===== src/design/rph_pkg.sv =====
// constants and types for the radio packet handler
package rph_pkg;
	localparam logic [1:0] LEN_FIXED = 2'h0;
	localparam logic [1:0] LEN_VARIABLE = 2'h1;
	localparam logic [1:0] LEN_INFINITE = 2'h2;
	localparam logic [1:0] ADDR_OFF = 2'h0;
	localparam logic [1:0] ADDR_BCAST0 = 2'h2;
	localparam logic [1:0] ADDR_BCAST_BOTH = 2'h3;
	localparam logic [7:0] BCAST_LOW = 8'h00;
	localparam logic [7:0] BCAST_HIGH = 8'hFF;
	localparam logic [7:0] INF_ADDR_MARK = 8'hFF;
	localparam logic [7:0] PREAMBLE_BYTE = 8'hAA;
	localparam logic [15:0] CRC_INIT = 16'hFFFF;
	localparam logic [15:0] CRC_POLY = 16'h8005;
	localparam int CRC_OK_BIT = 7;
	localparam logic [1:0] EXIT_TX = 2'h2;
	localparam logic [1:0] EXIT_RX = 2'h3;
	localparam logic [5:0] FN_RX_THR = 6'h00;
	localparam logic [5:0] FN_RX_THR_END = 6'h01;
	localparam logic [5:0] FN_TX_THR = 6'h02;
	localparam logic [5:0] FN_TX_FULL = 6'h03;
	localparam logic [5:0] FN_SYNC = 6'h06;
	localparam logic [2:0] RS_IDLE = 3'h0;
	localparam logic [2:0] RS_RX = 3'h1;
	localparam logic [2:0] RS_TX = 3'h2;
	localparam logic [2:0] RS_UFLOW = 3'h7;
	localparam int FLAG_GENERAL_OUTPUT_ZERO_BIT = 0;
	localparam int FLAG_GENERAL_OUTPUT_TWO_BIT = 2;
	localparam int FLAG_SYNC_BIT = 3;
	localparam logic [3:0] STATUS_CNT_MAX = 4'hF;
	localparam int FIFO_DEPTH = 64;

	typedef enum logic [3:0] {
		RPH_IDLE, RPH_TX_PRE, RPH_TX_SYNC, RPH_TX_DATA, RPH_TX_CRC, RPH_TX_END, RPH_TX_UFLOW,
		RPH_RX_SEARCH, RPH_RX_DATA, RPH_RX_CRC, RPH_RX_TAIL, RPH_RX_STAT2
	} rph_state_t;
endpackage


===== src/design/radio_packet_handler.sv =====
// packet framing, filtering and status engine of the radio
`timescale 1ns/1ps
`default_nettype none
module radio_packet_handler #(
	parameter int DEPTH = rph_pkg::FIFO_DEPTH,
	parameter int CW    = $clog2(DEPTH + 1)
) (
	input  wire logic          clock,
	input  wire logic          rst_n,
	input  wire logic [1:0]    length_mode,
	input  wire logic [7:0]    packet_length_setting,
	input  wire logic [1:0]    address_filter_mode,
	input  wire logic [7:0]    node_address,
	input  wire logic          crc_enable,
	input  wire logic          crc_fail_flush_enable,
	input  wire logic          status_append_enable,
	input  wire logic [3:0]    preamble_count,
	input  wire logic          sync_double,
	input  wire logic [15:0]   sync_word,
	input  wire logic [1:0]    receive_exit_state,
	input  wire logic [1:0]    transmit_exit_state,
	input  wire logic [5:0]    output_pin_function_zero,
	input  wire logic [5:0]    output_pin_function_two,
	input  wire logic [CW-1:0] fifo_threshold,
	input  wire logic          tx_strobe,
	input  wire logic          rx_strobe,
	input  wire logic          idle_strobe,
	input  wire logic          transmit_fifo_flush_strobe,
	input  wire logic [7:0]    tx_fifo_data,
	input  wire logic [CW-1:0] transmit_fill_count,
	input  wire logic [CW-1:0] receive_fill_count,
	input  wire logic          tx_byte_ready,
	input  wire logic          rx_sync_found,
	input  wire logic [7:0]    rx_byte_in,
	input  wire logic          rx_byte_valid,
	input  wire logic [7:0]    rssi_value,
	output logic               tx_fifo_pop,
	output logic [7:0]         tx_byte,
	output logic               tx_byte_valid,
	output logic               rx_fifo_write,
	output logic [7:0]         rx_fifo_data,
	output logic               rx_fifo_drop,
	output logic               rx_fifo_flush,
	output logic               general_output_zero,
	output logic               general_output_two,
	output logic [7:0]         packet_state_flags,
	output logic [7:0]         chip_status,
	output logic [2:0]         radio_state,
	output logic               packet_done
);
	////////////////////////////////////////////////////////////////////////////
	function automatic logic [15:0] crc_step(input logic [15:0] c, input logic [7:0] d);
		logic [15:0] r;
		r = c;
		for (int i = 7; i >= 0; i--) begin
			r = (r[15] ^ d[i]) ? ((r << 1) ^ rph_pkg::CRC_POLY) : (r << 1);
		end
		return r;
	endfunction

	function automatic rph_pkg::rph_state_t exit_target(input logic [1:0] code);
		case (code)
			rph_pkg::EXIT_TX: return rph_pkg::RPH_TX_PRE;
			rph_pkg::EXIT_RX: return rph_pkg::RPH_RX_SEARCH;
			default: return rph_pkg::RPH_IDLE;
		endcase
	endfunction

	function automatic logic [2:0] state_code(input rph_pkg::rph_state_t s);
		case (s)
			rph_pkg::RPH_IDLE: return rph_pkg::RS_IDLE;
			rph_pkg::RPH_TX_UFLOW: return rph_pkg::RS_UFLOW;
			rph_pkg::RPH_RX_SEARCH, rph_pkg::RPH_RX_DATA, rph_pkg::RPH_RX_CRC,
			rph_pkg::RPH_RX_TAIL, rph_pkg::RPH_RX_STAT2: return rph_pkg::RS_RX;
			default: return rph_pkg::RS_TX;
		endcase
	endfunction

	rph_pkg::rph_state_t state, next_state;
	logic [7:0]  byte_count, next_byte_count;
	logic [7:0]  var_len, next_var_len;
	logic [3:0]  pre_count, next_pre_count;
	logic [1:0]  sub_idx, next_sub_idx;
	logic        first, next_first;
	logic        addr_pending, next_addr_pending;
	logic [15:0] crc, next_crc;
	logic        crc_ok, next_crc_ok;
	logic        hold_pending, next_hold_pending;
	logic [7:0]  hold_data, next_hold_data;
	logic        sync_active, next_sync_active;
	logic        next_tx_fifo_pop, next_tx_byte_valid, next_rx_fifo_write;
	logic [7:0]  next_tx_byte, next_rx_fifo_data;
	logic        next_rx_fifo_drop, next_rx_fifo_flush, next_packet_done;
	logic        next_general_output_zero, next_general_output_two;
	logic        need_tx, addr_match, pkt_end;
	logic [7:0]  count_inc, crc_in;
	logic [CW-1:0] shown_count;

	// pin function decode shared by both output pins
	function automatic logic pin_level(input logic [5:0] fn, input logic in_pkt, input logic [CW-1:0] rxc,
			input logic [CW-1:0] txc, input logic [CW-1:0] thr);
		case (fn)
			rph_pkg::FN_RX_THR: return rxc >= thr;
			rph_pkg::FN_RX_THR_END: return (rxc >= thr) || (!in_pkt && rxc != '0);
			rph_pkg::FN_TX_THR: return txc >= thr;
			rph_pkg::FN_TX_FULL: return txc == CW'(DEPTH);
			rph_pkg::FN_SYNC: return in_pkt;
			default: return 1'b0;
		endcase
	endfunction

	////////////////////////////////////////////////////////////////////////////
	// a new byte slot opens once the modem took the last; wait out a pending pop
	assign need_tx = (!tx_byte_valid || tx_byte_ready) && !tx_fifo_pop;
	assign count_inc = byte_count + 8'h01;
	assign crc_in = (state == rph_pkg::RPH_RX_DATA || state == rph_pkg::RPH_RX_CRC) ? rx_byte_in : tx_fifo_data;
	assign addr_match = (rx_byte_in == node_address)
		|| (address_filter_mode == rph_pkg::ADDR_BCAST0 && rx_byte_in == rph_pkg::BCAST_LOW)
		|| (address_filter_mode == rph_pkg::ADDR_BCAST_BOTH
			&& (rx_byte_in == rph_pkg::BCAST_LOW || rx_byte_in == rph_pkg::BCAST_HIGH));
	// live mode and length compared every byte
	assign pkt_end = (length_mode == rph_pkg::LEN_FIXED && count_inc == packet_length_setting)
		|| (length_mode == rph_pkg::LEN_VARIABLE && count_inc == var_len);
	assign shown_count = (state_code(state) == rph_pkg::RS_RX) ? receive_fill_count : transmit_fill_count;

	always_comb begin
		next_state = state;
		next_byte_count = byte_count;
		next_var_len = var_len;
		next_pre_count = pre_count;
		next_sub_idx = sub_idx;
		next_first = first;
		next_addr_pending = addr_pending;
		next_crc = crc;
		next_crc_ok = crc_ok;
		next_hold_pending = 1'b0;
		next_hold_data = hold_data;
		next_sync_active = sync_active;
		next_tx_fifo_pop = 1'b0;
		next_tx_byte = tx_byte;
		next_tx_byte_valid = tx_byte_valid && !tx_byte_ready;
		next_rx_fifo_write = 1'b0;
		next_rx_fifo_data = rx_fifo_data;
		next_rx_fifo_drop = 1'b0;
		next_rx_fifo_flush = 1'b0;
		next_packet_done = 1'b0;
		if (hold_pending) begin
			next_rx_fifo_write = 1'b1;
			next_rx_fifo_data = hold_data;
		end
		case (state)
			rph_pkg::RPH_IDLE: begin
				if (tx_strobe) begin
					next_state = rph_pkg::RPH_TX_PRE;
				end else if (rx_strobe) begin
					next_state = rph_pkg::RPH_RX_SEARCH;
				end
			end
			// preamble until count met and fifo holds data
			rph_pkg::RPH_TX_PRE: begin
				next_byte_count = 8'h00;
				next_first = 1'b1;
				next_crc = rph_pkg::CRC_INIT;
				if (need_tx) begin
					next_tx_byte_valid = 1'b1;
					if (pre_count >= preamble_count && transmit_fill_count != '0) begin
						next_tx_byte = sync_word[15:8];
						next_sub_idx = 2'd1;
						next_sync_active = 1'b1;
						next_state = rph_pkg::RPH_TX_SYNC;
					end else begin
						next_tx_byte = rph_pkg::PREAMBLE_BYTE;
						next_pre_count = (pre_count == 4'hF) ? pre_count : pre_count + 4'h1;
					end
				end
			end
			rph_pkg::RPH_TX_SYNC: begin
				if (need_tx) begin
					next_tx_byte_valid = 1'b1;
					next_tx_byte = sub_idx[0] ? sync_word[7:0] : sync_word[15:8];
					next_sub_idx = sub_idx + 2'd1;
					if (sub_idx == (sync_double ? 2'd3 : 2'd1)) begin
						next_state = rph_pkg::RPH_TX_DATA;
					end
				end
			end
			rph_pkg::RPH_TX_DATA: begin
				if (need_tx) begin
					if (transmit_fill_count == '0) begin
						next_state = rph_pkg::RPH_TX_UFLOW;
						next_sync_active = 1'b0;
					end else begin
						next_tx_fifo_pop = 1'b1;
						next_tx_byte_valid = 1'b1;
						next_tx_byte = tx_fifo_data;
						next_crc = crc_step(crc, crc_in);
						next_first = 1'b0;
						next_sub_idx = 2'd0;
						if (first && length_mode == rph_pkg::LEN_VARIABLE) begin
							next_var_len = tx_fifo_data;
							if (tx_fifo_data == 8'h00) begin
								next_state = crc_enable ? rph_pkg::RPH_TX_CRC : rph_pkg::RPH_TX_END;
							end
						end else begin
							next_byte_count = count_inc;
							if (pkt_end) begin
								next_state = crc_enable ? rph_pkg::RPH_TX_CRC : rph_pkg::RPH_TX_END;
							end
						end
					end
				end
			end
			rph_pkg::RPH_TX_CRC: begin
				if (need_tx) begin
					next_tx_byte_valid = 1'b1;
					next_tx_byte = sub_idx[0] ? crc[7:0] : crc[15:8];
					next_sub_idx = sub_idx + 2'd1;
					if (sub_idx[0]) begin
						next_state = rph_pkg::RPH_TX_END;
					end
				end
			end
			// exit once the last byte is taken
			rph_pkg::RPH_TX_END: begin
				if (need_tx) begin
					next_state = exit_target(transmit_exit_state);
					next_packet_done = 1'b1;
					next_sync_active = 1'b0;
				end
			end
			rph_pkg::RPH_TX_UFLOW: begin
				next_tx_byte_valid = 1'b0;
				if (transmit_fifo_flush_strobe) begin
					next_state = rph_pkg::RPH_IDLE;
				end
			end
			rph_pkg::RPH_RX_SEARCH: begin
				next_byte_count = 8'h00;
				next_first = 1'b1;
				next_addr_pending = address_filter_mode != rph_pkg::ADDR_OFF;
				next_crc = rph_pkg::CRC_INIT;
				next_crc_ok = 1'b1;
				next_sub_idx = 2'd0;
				if (rx_sync_found) begin
					next_sync_active = 1'b1;
					next_state = rph_pkg::RPH_RX_DATA;
				end
			end
			rph_pkg::RPH_RX_DATA: begin
				if (rx_byte_valid) begin
					next_crc = crc_step(crc, crc_in);
					next_first = 1'b0;
					if (first && length_mode == rph_pkg::LEN_VARIABLE) begin
						next_var_len = rx_byte_in;
						if (rx_byte_in > packet_length_setting) begin
							next_state = rph_pkg::RPH_RX_SEARCH;
							next_sync_active = 1'b0;
						end else begin
							next_rx_fifo_write = 1'b1;
							next_rx_fifo_data = rx_byte_in;
							if (rx_byte_in == 8'h00) begin
								next_state = crc_enable ? rph_pkg::RPH_RX_CRC : rph_pkg::RPH_RX_TAIL;
							end
						end
					end else if (addr_pending && !addr_match) begin
						next_rx_fifo_drop = 1'b1;
						next_state = rph_pkg::RPH_RX_SEARCH;
						next_sync_active = 1'b0;
					end else begin
						next_addr_pending = 1'b0;
						next_rx_fifo_write = 1'b1;
						next_rx_fifo_data = rx_byte_in;
						// marker byte ahead of the address
						if (addr_pending && length_mode == rph_pkg::LEN_INFINITE) begin
							next_rx_fifo_data = rph_pkg::INF_ADDR_MARK;
							next_hold_pending = 1'b1;
							next_hold_data = rx_byte_in;
						end
						next_byte_count = count_inc;
						if (pkt_end) begin
							next_state = crc_enable ? rph_pkg::RPH_RX_CRC : rph_pkg::RPH_RX_TAIL;
						end
					end
				end
			end
			rph_pkg::RPH_RX_CRC: begin
				if (rx_byte_valid) begin
					next_crc = crc_step(crc, crc_in);
					next_sub_idx = sub_idx + 2'd1;
					if (sub_idx[0]) begin
						next_crc_ok = next_crc == 16'h0000;
						next_state = rph_pkg::RPH_RX_TAIL;
					end
				end
			end
			rph_pkg::RPH_RX_TAIL: begin
				if (!hold_pending) begin
					// flush whole fifo on bad crc
					if (!crc_ok && crc_fail_flush_enable) begin
						next_rx_fifo_flush = 1'b1;
						next_state = exit_target(receive_exit_state);
						next_packet_done = 1'b1;
						next_sync_active = 1'b0;
					// first status byte is signal strength
					end else if (status_append_enable) begin
						next_rx_fifo_write = 1'b1;
						next_rx_fifo_data = rssi_value;
						next_state = rph_pkg::RPH_RX_STAT2;
					end else begin
						next_state = exit_target(receive_exit_state);
						next_packet_done = 1'b1;
						next_sync_active = 1'b0;
					end
				end
			end
			// crc flag in bit 7, rest zero
			rph_pkg::RPH_RX_STAT2: begin
				next_rx_fifo_write = 1'b1;
				next_rx_fifo_data = 8'h00;
				next_rx_fifo_data[rph_pkg::CRC_OK_BIT] = crc_ok;
				next_state = exit_target(receive_exit_state);
				next_packet_done = 1'b1;
				next_sync_active = 1'b0;
			end
			default: next_state = rph_pkg::RPH_IDLE;
		endcase
		if (state == rph_pkg::RPH_IDLE || (state_code(next_state) == rph_pkg::RS_TX
				&& state_code(state) != rph_pkg::RS_TX)) begin
			next_pre_count = 4'h0;
		end
		// idle ends infinite packets; never escapes the drain error
		if (idle_strobe && state != rph_pkg::RPH_TX_UFLOW) begin
			next_state = rph_pkg::RPH_IDLE;
			// byte not sent stays in the fifo
			next_tx_fifo_pop = 1'b0;
			next_sync_active = 1'b0;
			next_tx_byte_valid = 1'b0;
		end
		next_general_output_zero = pin_level(output_pin_function_zero, sync_active, receive_fill_count, transmit_fill_count,
			fifo_threshold);
		next_general_output_two = pin_level(output_pin_function_two, sync_active, receive_fill_count, transmit_fill_count,
			fifo_threshold);
	end

	always_ff @(posedge clock or negedge rst_n) begin
		if (!rst_n) begin
			state <= rph_pkg::RPH_IDLE;
			{byte_count, var_len, pre_count, sub_idx, first, addr_pending} <= '0;
			{crc, crc_ok, hold_pending, hold_data, sync_active} <= '0;
			{tx_fifo_pop, tx_byte, tx_byte_valid, rx_fifo_write, rx_fifo_data} <= '0;
			{rx_fifo_drop, rx_fifo_flush, packet_done, general_output_zero, general_output_two} <= '0;
			{packet_state_flags, chip_status, radio_state} <= '0;
		end else begin
			state <= next_state;
			byte_count <= next_byte_count;
			var_len <= next_var_len;
			pre_count <= next_pre_count;
			sub_idx <= next_sub_idx;
			first <= next_first;
			addr_pending <= next_addr_pending;
			crc <= next_crc;
			crc_ok <= next_crc_ok;
			hold_pending <= next_hold_pending;
			hold_data <= next_hold_data;
			sync_active <= next_sync_active;
			tx_fifo_pop <= next_tx_fifo_pop;
			tx_byte <= next_tx_byte;
			tx_byte_valid <= next_tx_byte_valid;
			rx_fifo_write <= next_rx_fifo_write;
			rx_fifo_data <= next_rx_fifo_data;
			rx_fifo_drop <= next_rx_fifo_drop;
			rx_fifo_flush <= next_rx_fifo_flush;
			packet_done <= next_packet_done;
			general_output_zero <= next_general_output_zero;
			general_output_two <= next_general_output_two;
			// pin levels and fill count exposed
			packet_state_flags <= 8'(next_general_output_zero) << rph_pkg::FLAG_GENERAL_OUTPUT_ZERO_BIT
				| 8'(next_general_output_two) << rph_pkg::FLAG_GENERAL_OUTPUT_TWO_BIT | 8'(next_sync_active) << rph_pkg::FLAG_SYNC_BIT;
			chip_status <= {state_code(next_state), 1'b0,
				(shown_count > CW'(rph_pkg::STATUS_CNT_MAX)) ? rph_pkg::STATUS_CNT_MAX : 4'(shown_count)};
			radio_state <= state_code(next_state);
		end
	end
endmodule
`default_nettype wire


===== config.mk =====
export PLATFORM = sky130hd
export DESIGN_NAME = radio_packet_handler
export DESIGN_NICKNAME = d
export VERILOG_FILES = /design/src/design/rph_pkg.sv /design/src/design/radio_packet_handler.sv
export SDC_FILE = /design/constraint.sdc
export NUM_CORES = 1
export LEC_CHECK = 0
export BUFFER_PORTS_ARGS = -buffer_cell sky130_fd_sc_hd__clkbuf_2
export CORE_AREA = 2 2 128 130
export CTS_BUF_LIST = sky130_fd_sc_hd__clkbuf_8
export CTS_CLUSTER_DIAMETER = 30
export DETAILED_ROUTE_END_ITERATION = 10
export DIE_AREA = 0 0 130 132
export PLACE_DENSITY = 0.67
export SETUP_SLACK_MARGIN = 0.3
export SYNTH_ARGS = -nofsm -noshare
export SYNTH_HDL_FRONTEND = slang
export SYNTH_SLANG_ARGS = --single-unit

===== constraint.sdc =====
create_clock -name clock -period 5.05 [get_ports clock]
set_input_delay 0.7575 -clock clock [delete_from_list [all_inputs] [get_ports clock]]
set_output_delay 0.7575 -clock clock [all_outputs]
set_load 0.05 [all_outputs]

==> run summary <==
status: complete, no violations
FF-to-FF path depth: 10
Die H: 132 um
register area share after synthesis: 31.0%
Post-synth EDFFs: 0
final setup violation count: 0
Syn Inst Count: 798
worst clock skew: 0.0126 ns
WL final: 20700 um
I/O pins: 157
H-tree levels: 3
largest cells by area after synthesis: dfrtp_1 (31%), ha_1 (5.1%), mux2i_1 (5.1%)
top-count cell post-synth: dfrtp_1
Final Hold Fails: 0
DP HPWL: 15900 um
Yosys warnings: 0
Clock Sinks: 86
worst slew pin tran: 1.12 ns
worst path cell trace: ha_1 -> and3_1 -> nand3_2 -> xnor2_1 -> a221o_2 -> o221ai_2 -> o311a_1 -> o21ai_0 -> or4b_4 -> a21oi_1
Crit-path slowest cell: or4b_4
Congestion Overflow GR: 0
final period utilization: 70.2%
Crit Path Class: reg -> reg
clock insertion delay at the later pin of the skew report: 0.38 ns
CTS tree: yes
FF+latch count, synth: 86
cell taking the most area after synthesis: dfrtp_1
CP arrival: 3.85 ns
drt wl/cell: 18.2 um
Clock Path Buffers: 2
FF-to-FF End: pre_count[1]
CTS root buffer: clkbuf_8
PD cells: 478 nW/um^2
largest net degree at the start of global routing: 53
final net count: 1062
first-pass iteration count of the detailed router: 5
async set or reset register ratio after synthesis: 100%
CTS Buf Count: 9
initial antenna violation count: 0
share of post-route cells with drive strength above 1: 22.5%
Setup crit start kind: flip-flop
first-pass GRT wire length: 32900 um
fmax: 0.282 GHz
Max VDD drop: 366 uV
worst hold path type: in -> async
core box area: 15700 um^2
Initial Util: 44.1%
RSZ-0062 raised after global routing: no
Vias: 6678
Leakage: 3.78 nW
Total GRT Usage: 24.2%
row count: 46
Post-Syn Area: 6930 um^2
Port Buffers: 150
proportion of netlist area held by the largest area contributor: 31.0%
total negative slack: 0 ns
vias in the first global route: 6240
DR iter-0 viols: 678
Critical R2R Launch: byte_count[0]
relative slew slack: 25.4%
final routed DRC violation total: 0
Finished Core Util: 50.6%
Avg Cell Area, Syn: 8.69 um^2
Worst-path clk slew: 0.09 ns
CTS resizes: 0
GP Congestion: 0.917
max incr delay on CP: 0.61 ns
fin. max-slew vios: 0
Max Cap Violations: 0
Die Footprint: 17200 um^2
# Post-CTS Setup Buffers: 0
Post-synth top flop: dfrtp_1
setup slack, reg-to-reg: 1.51 ns
number of distinct library cells after synthesis: 83
DIE WIDTH: 130 um
CP Max Fanout: 7
Req. time, crit path: 5.36 ns
top post-synthesis cells by count: dfrtp_1 (86), nand2_1 (75), o21ai_0 (62), a21oi_1 (42), nor2_1 (39)
Via density: 5.86
hold_buf cts: 0
area grow syn2layout: 14.6%
min Tclk post-route: 3.54 ns
CP Capture Type: flip-flop
# diodes: 0
DRT antenna net count: 0
-- kinds of logic after synthesis --
group	after synthesis	synth area share (%)
XOR/XNOR	55	7.35
flip-flops	86	31.0
AND/OR/NAND/NOR	236	17.6
adder cells (fa/ha/maj)	28	5.05
other	1	0.0541
buffers and inverters	83	5.72
multiplexers	52	7.82
AO/OA/AOI/OAI	257	25.3
-- power by group --
part           switching, W  total [W]  internal [W]
logic               0.00134    0.00217      0.000831
clock network      0.000258   0.000494      0.000236
registers          0.000244    0.00113      0.000888
-- cell type report --
type                    count  area, um^2
clock buffers              10         138
flip-flops and latches     86        2150
repair buffers            158         813
well taps                 216         270
fillers                  1535        7770
inverters                  31         116
clock inverters             5        52.6
multi-input cells         634        4400
-- stage by stage --
step	cells	hold WS (ns)	area (um^2)	total power [W]	setup slack, ns
finish	1140	0.414	7940	0.00380	1.51
global route	1140	0.480	7940	0.00407	1.29
CTS	1140	0.433	7940	0.00379	1.57
detailed placement	1125	0.466	7750	0.00329	1.31
global placement	1125	0.467	7750	0.00327	1.41
floorplan	803	0.462	6950	0.00276	2.02
-- sequential cells by signal, indices dropped and copies added (netlist names), 2 cells and up --
name and count:
crc 16, byte_count 8, hold_data 8, rx_fifo_data 8, tx_byte 8, var_len 8
chip_status 5, pre_count 4, state 4, packet_state_flags 3, radio_state 2, sub_idx 2
-- placed cells by master (no fill, tap or decap), types with 26 or more instances in the layout --
cell	instances
a21o_1	27
a21oi_1	42
clkbuf_2	149
dfrtp_1	86
ha_1	28
inv_1	33
mux2i_1	35
nand2_1	75
nor2_1	39
o21ai_0	62
xnor2_1	26
xor2_1	27
-- worst max-delay path: cells and delay by family (launching register included) --
family | cells | cell delay [ns]
compound gates | 5 | 1.29
simple gates | 3 | 1.16
flops | 1 | 0.49
fa+ha+maj | 1 | 0.34
xor+xnor | 1 | 0.18
-- layer usage --
layer,part of all wire [%],vias up,GRT usage [%]
met5,0,-,0
met4,1.5,0,6.03
met3,7.0,31,4.26
met2,44,268,36.9
met1,47,3183,35.3
li1,-,3196,-
-- worst max path at each step --
stage / startpoint / end
after detailed placement: rx_byte_in[1] / pre_count[1]
after floorplan: packet_length_setting[1] / pre_count[0]
after global routing: byte_count[0] / pre_count[2]
after CTS: byte_count[0] / pre_count[1]
final: byte_count[0] / pre_count[1]
after global placement: rx_byte_in[1] / pre_count[1]
No activity file was read; power rests on OpenSTA's default activity.
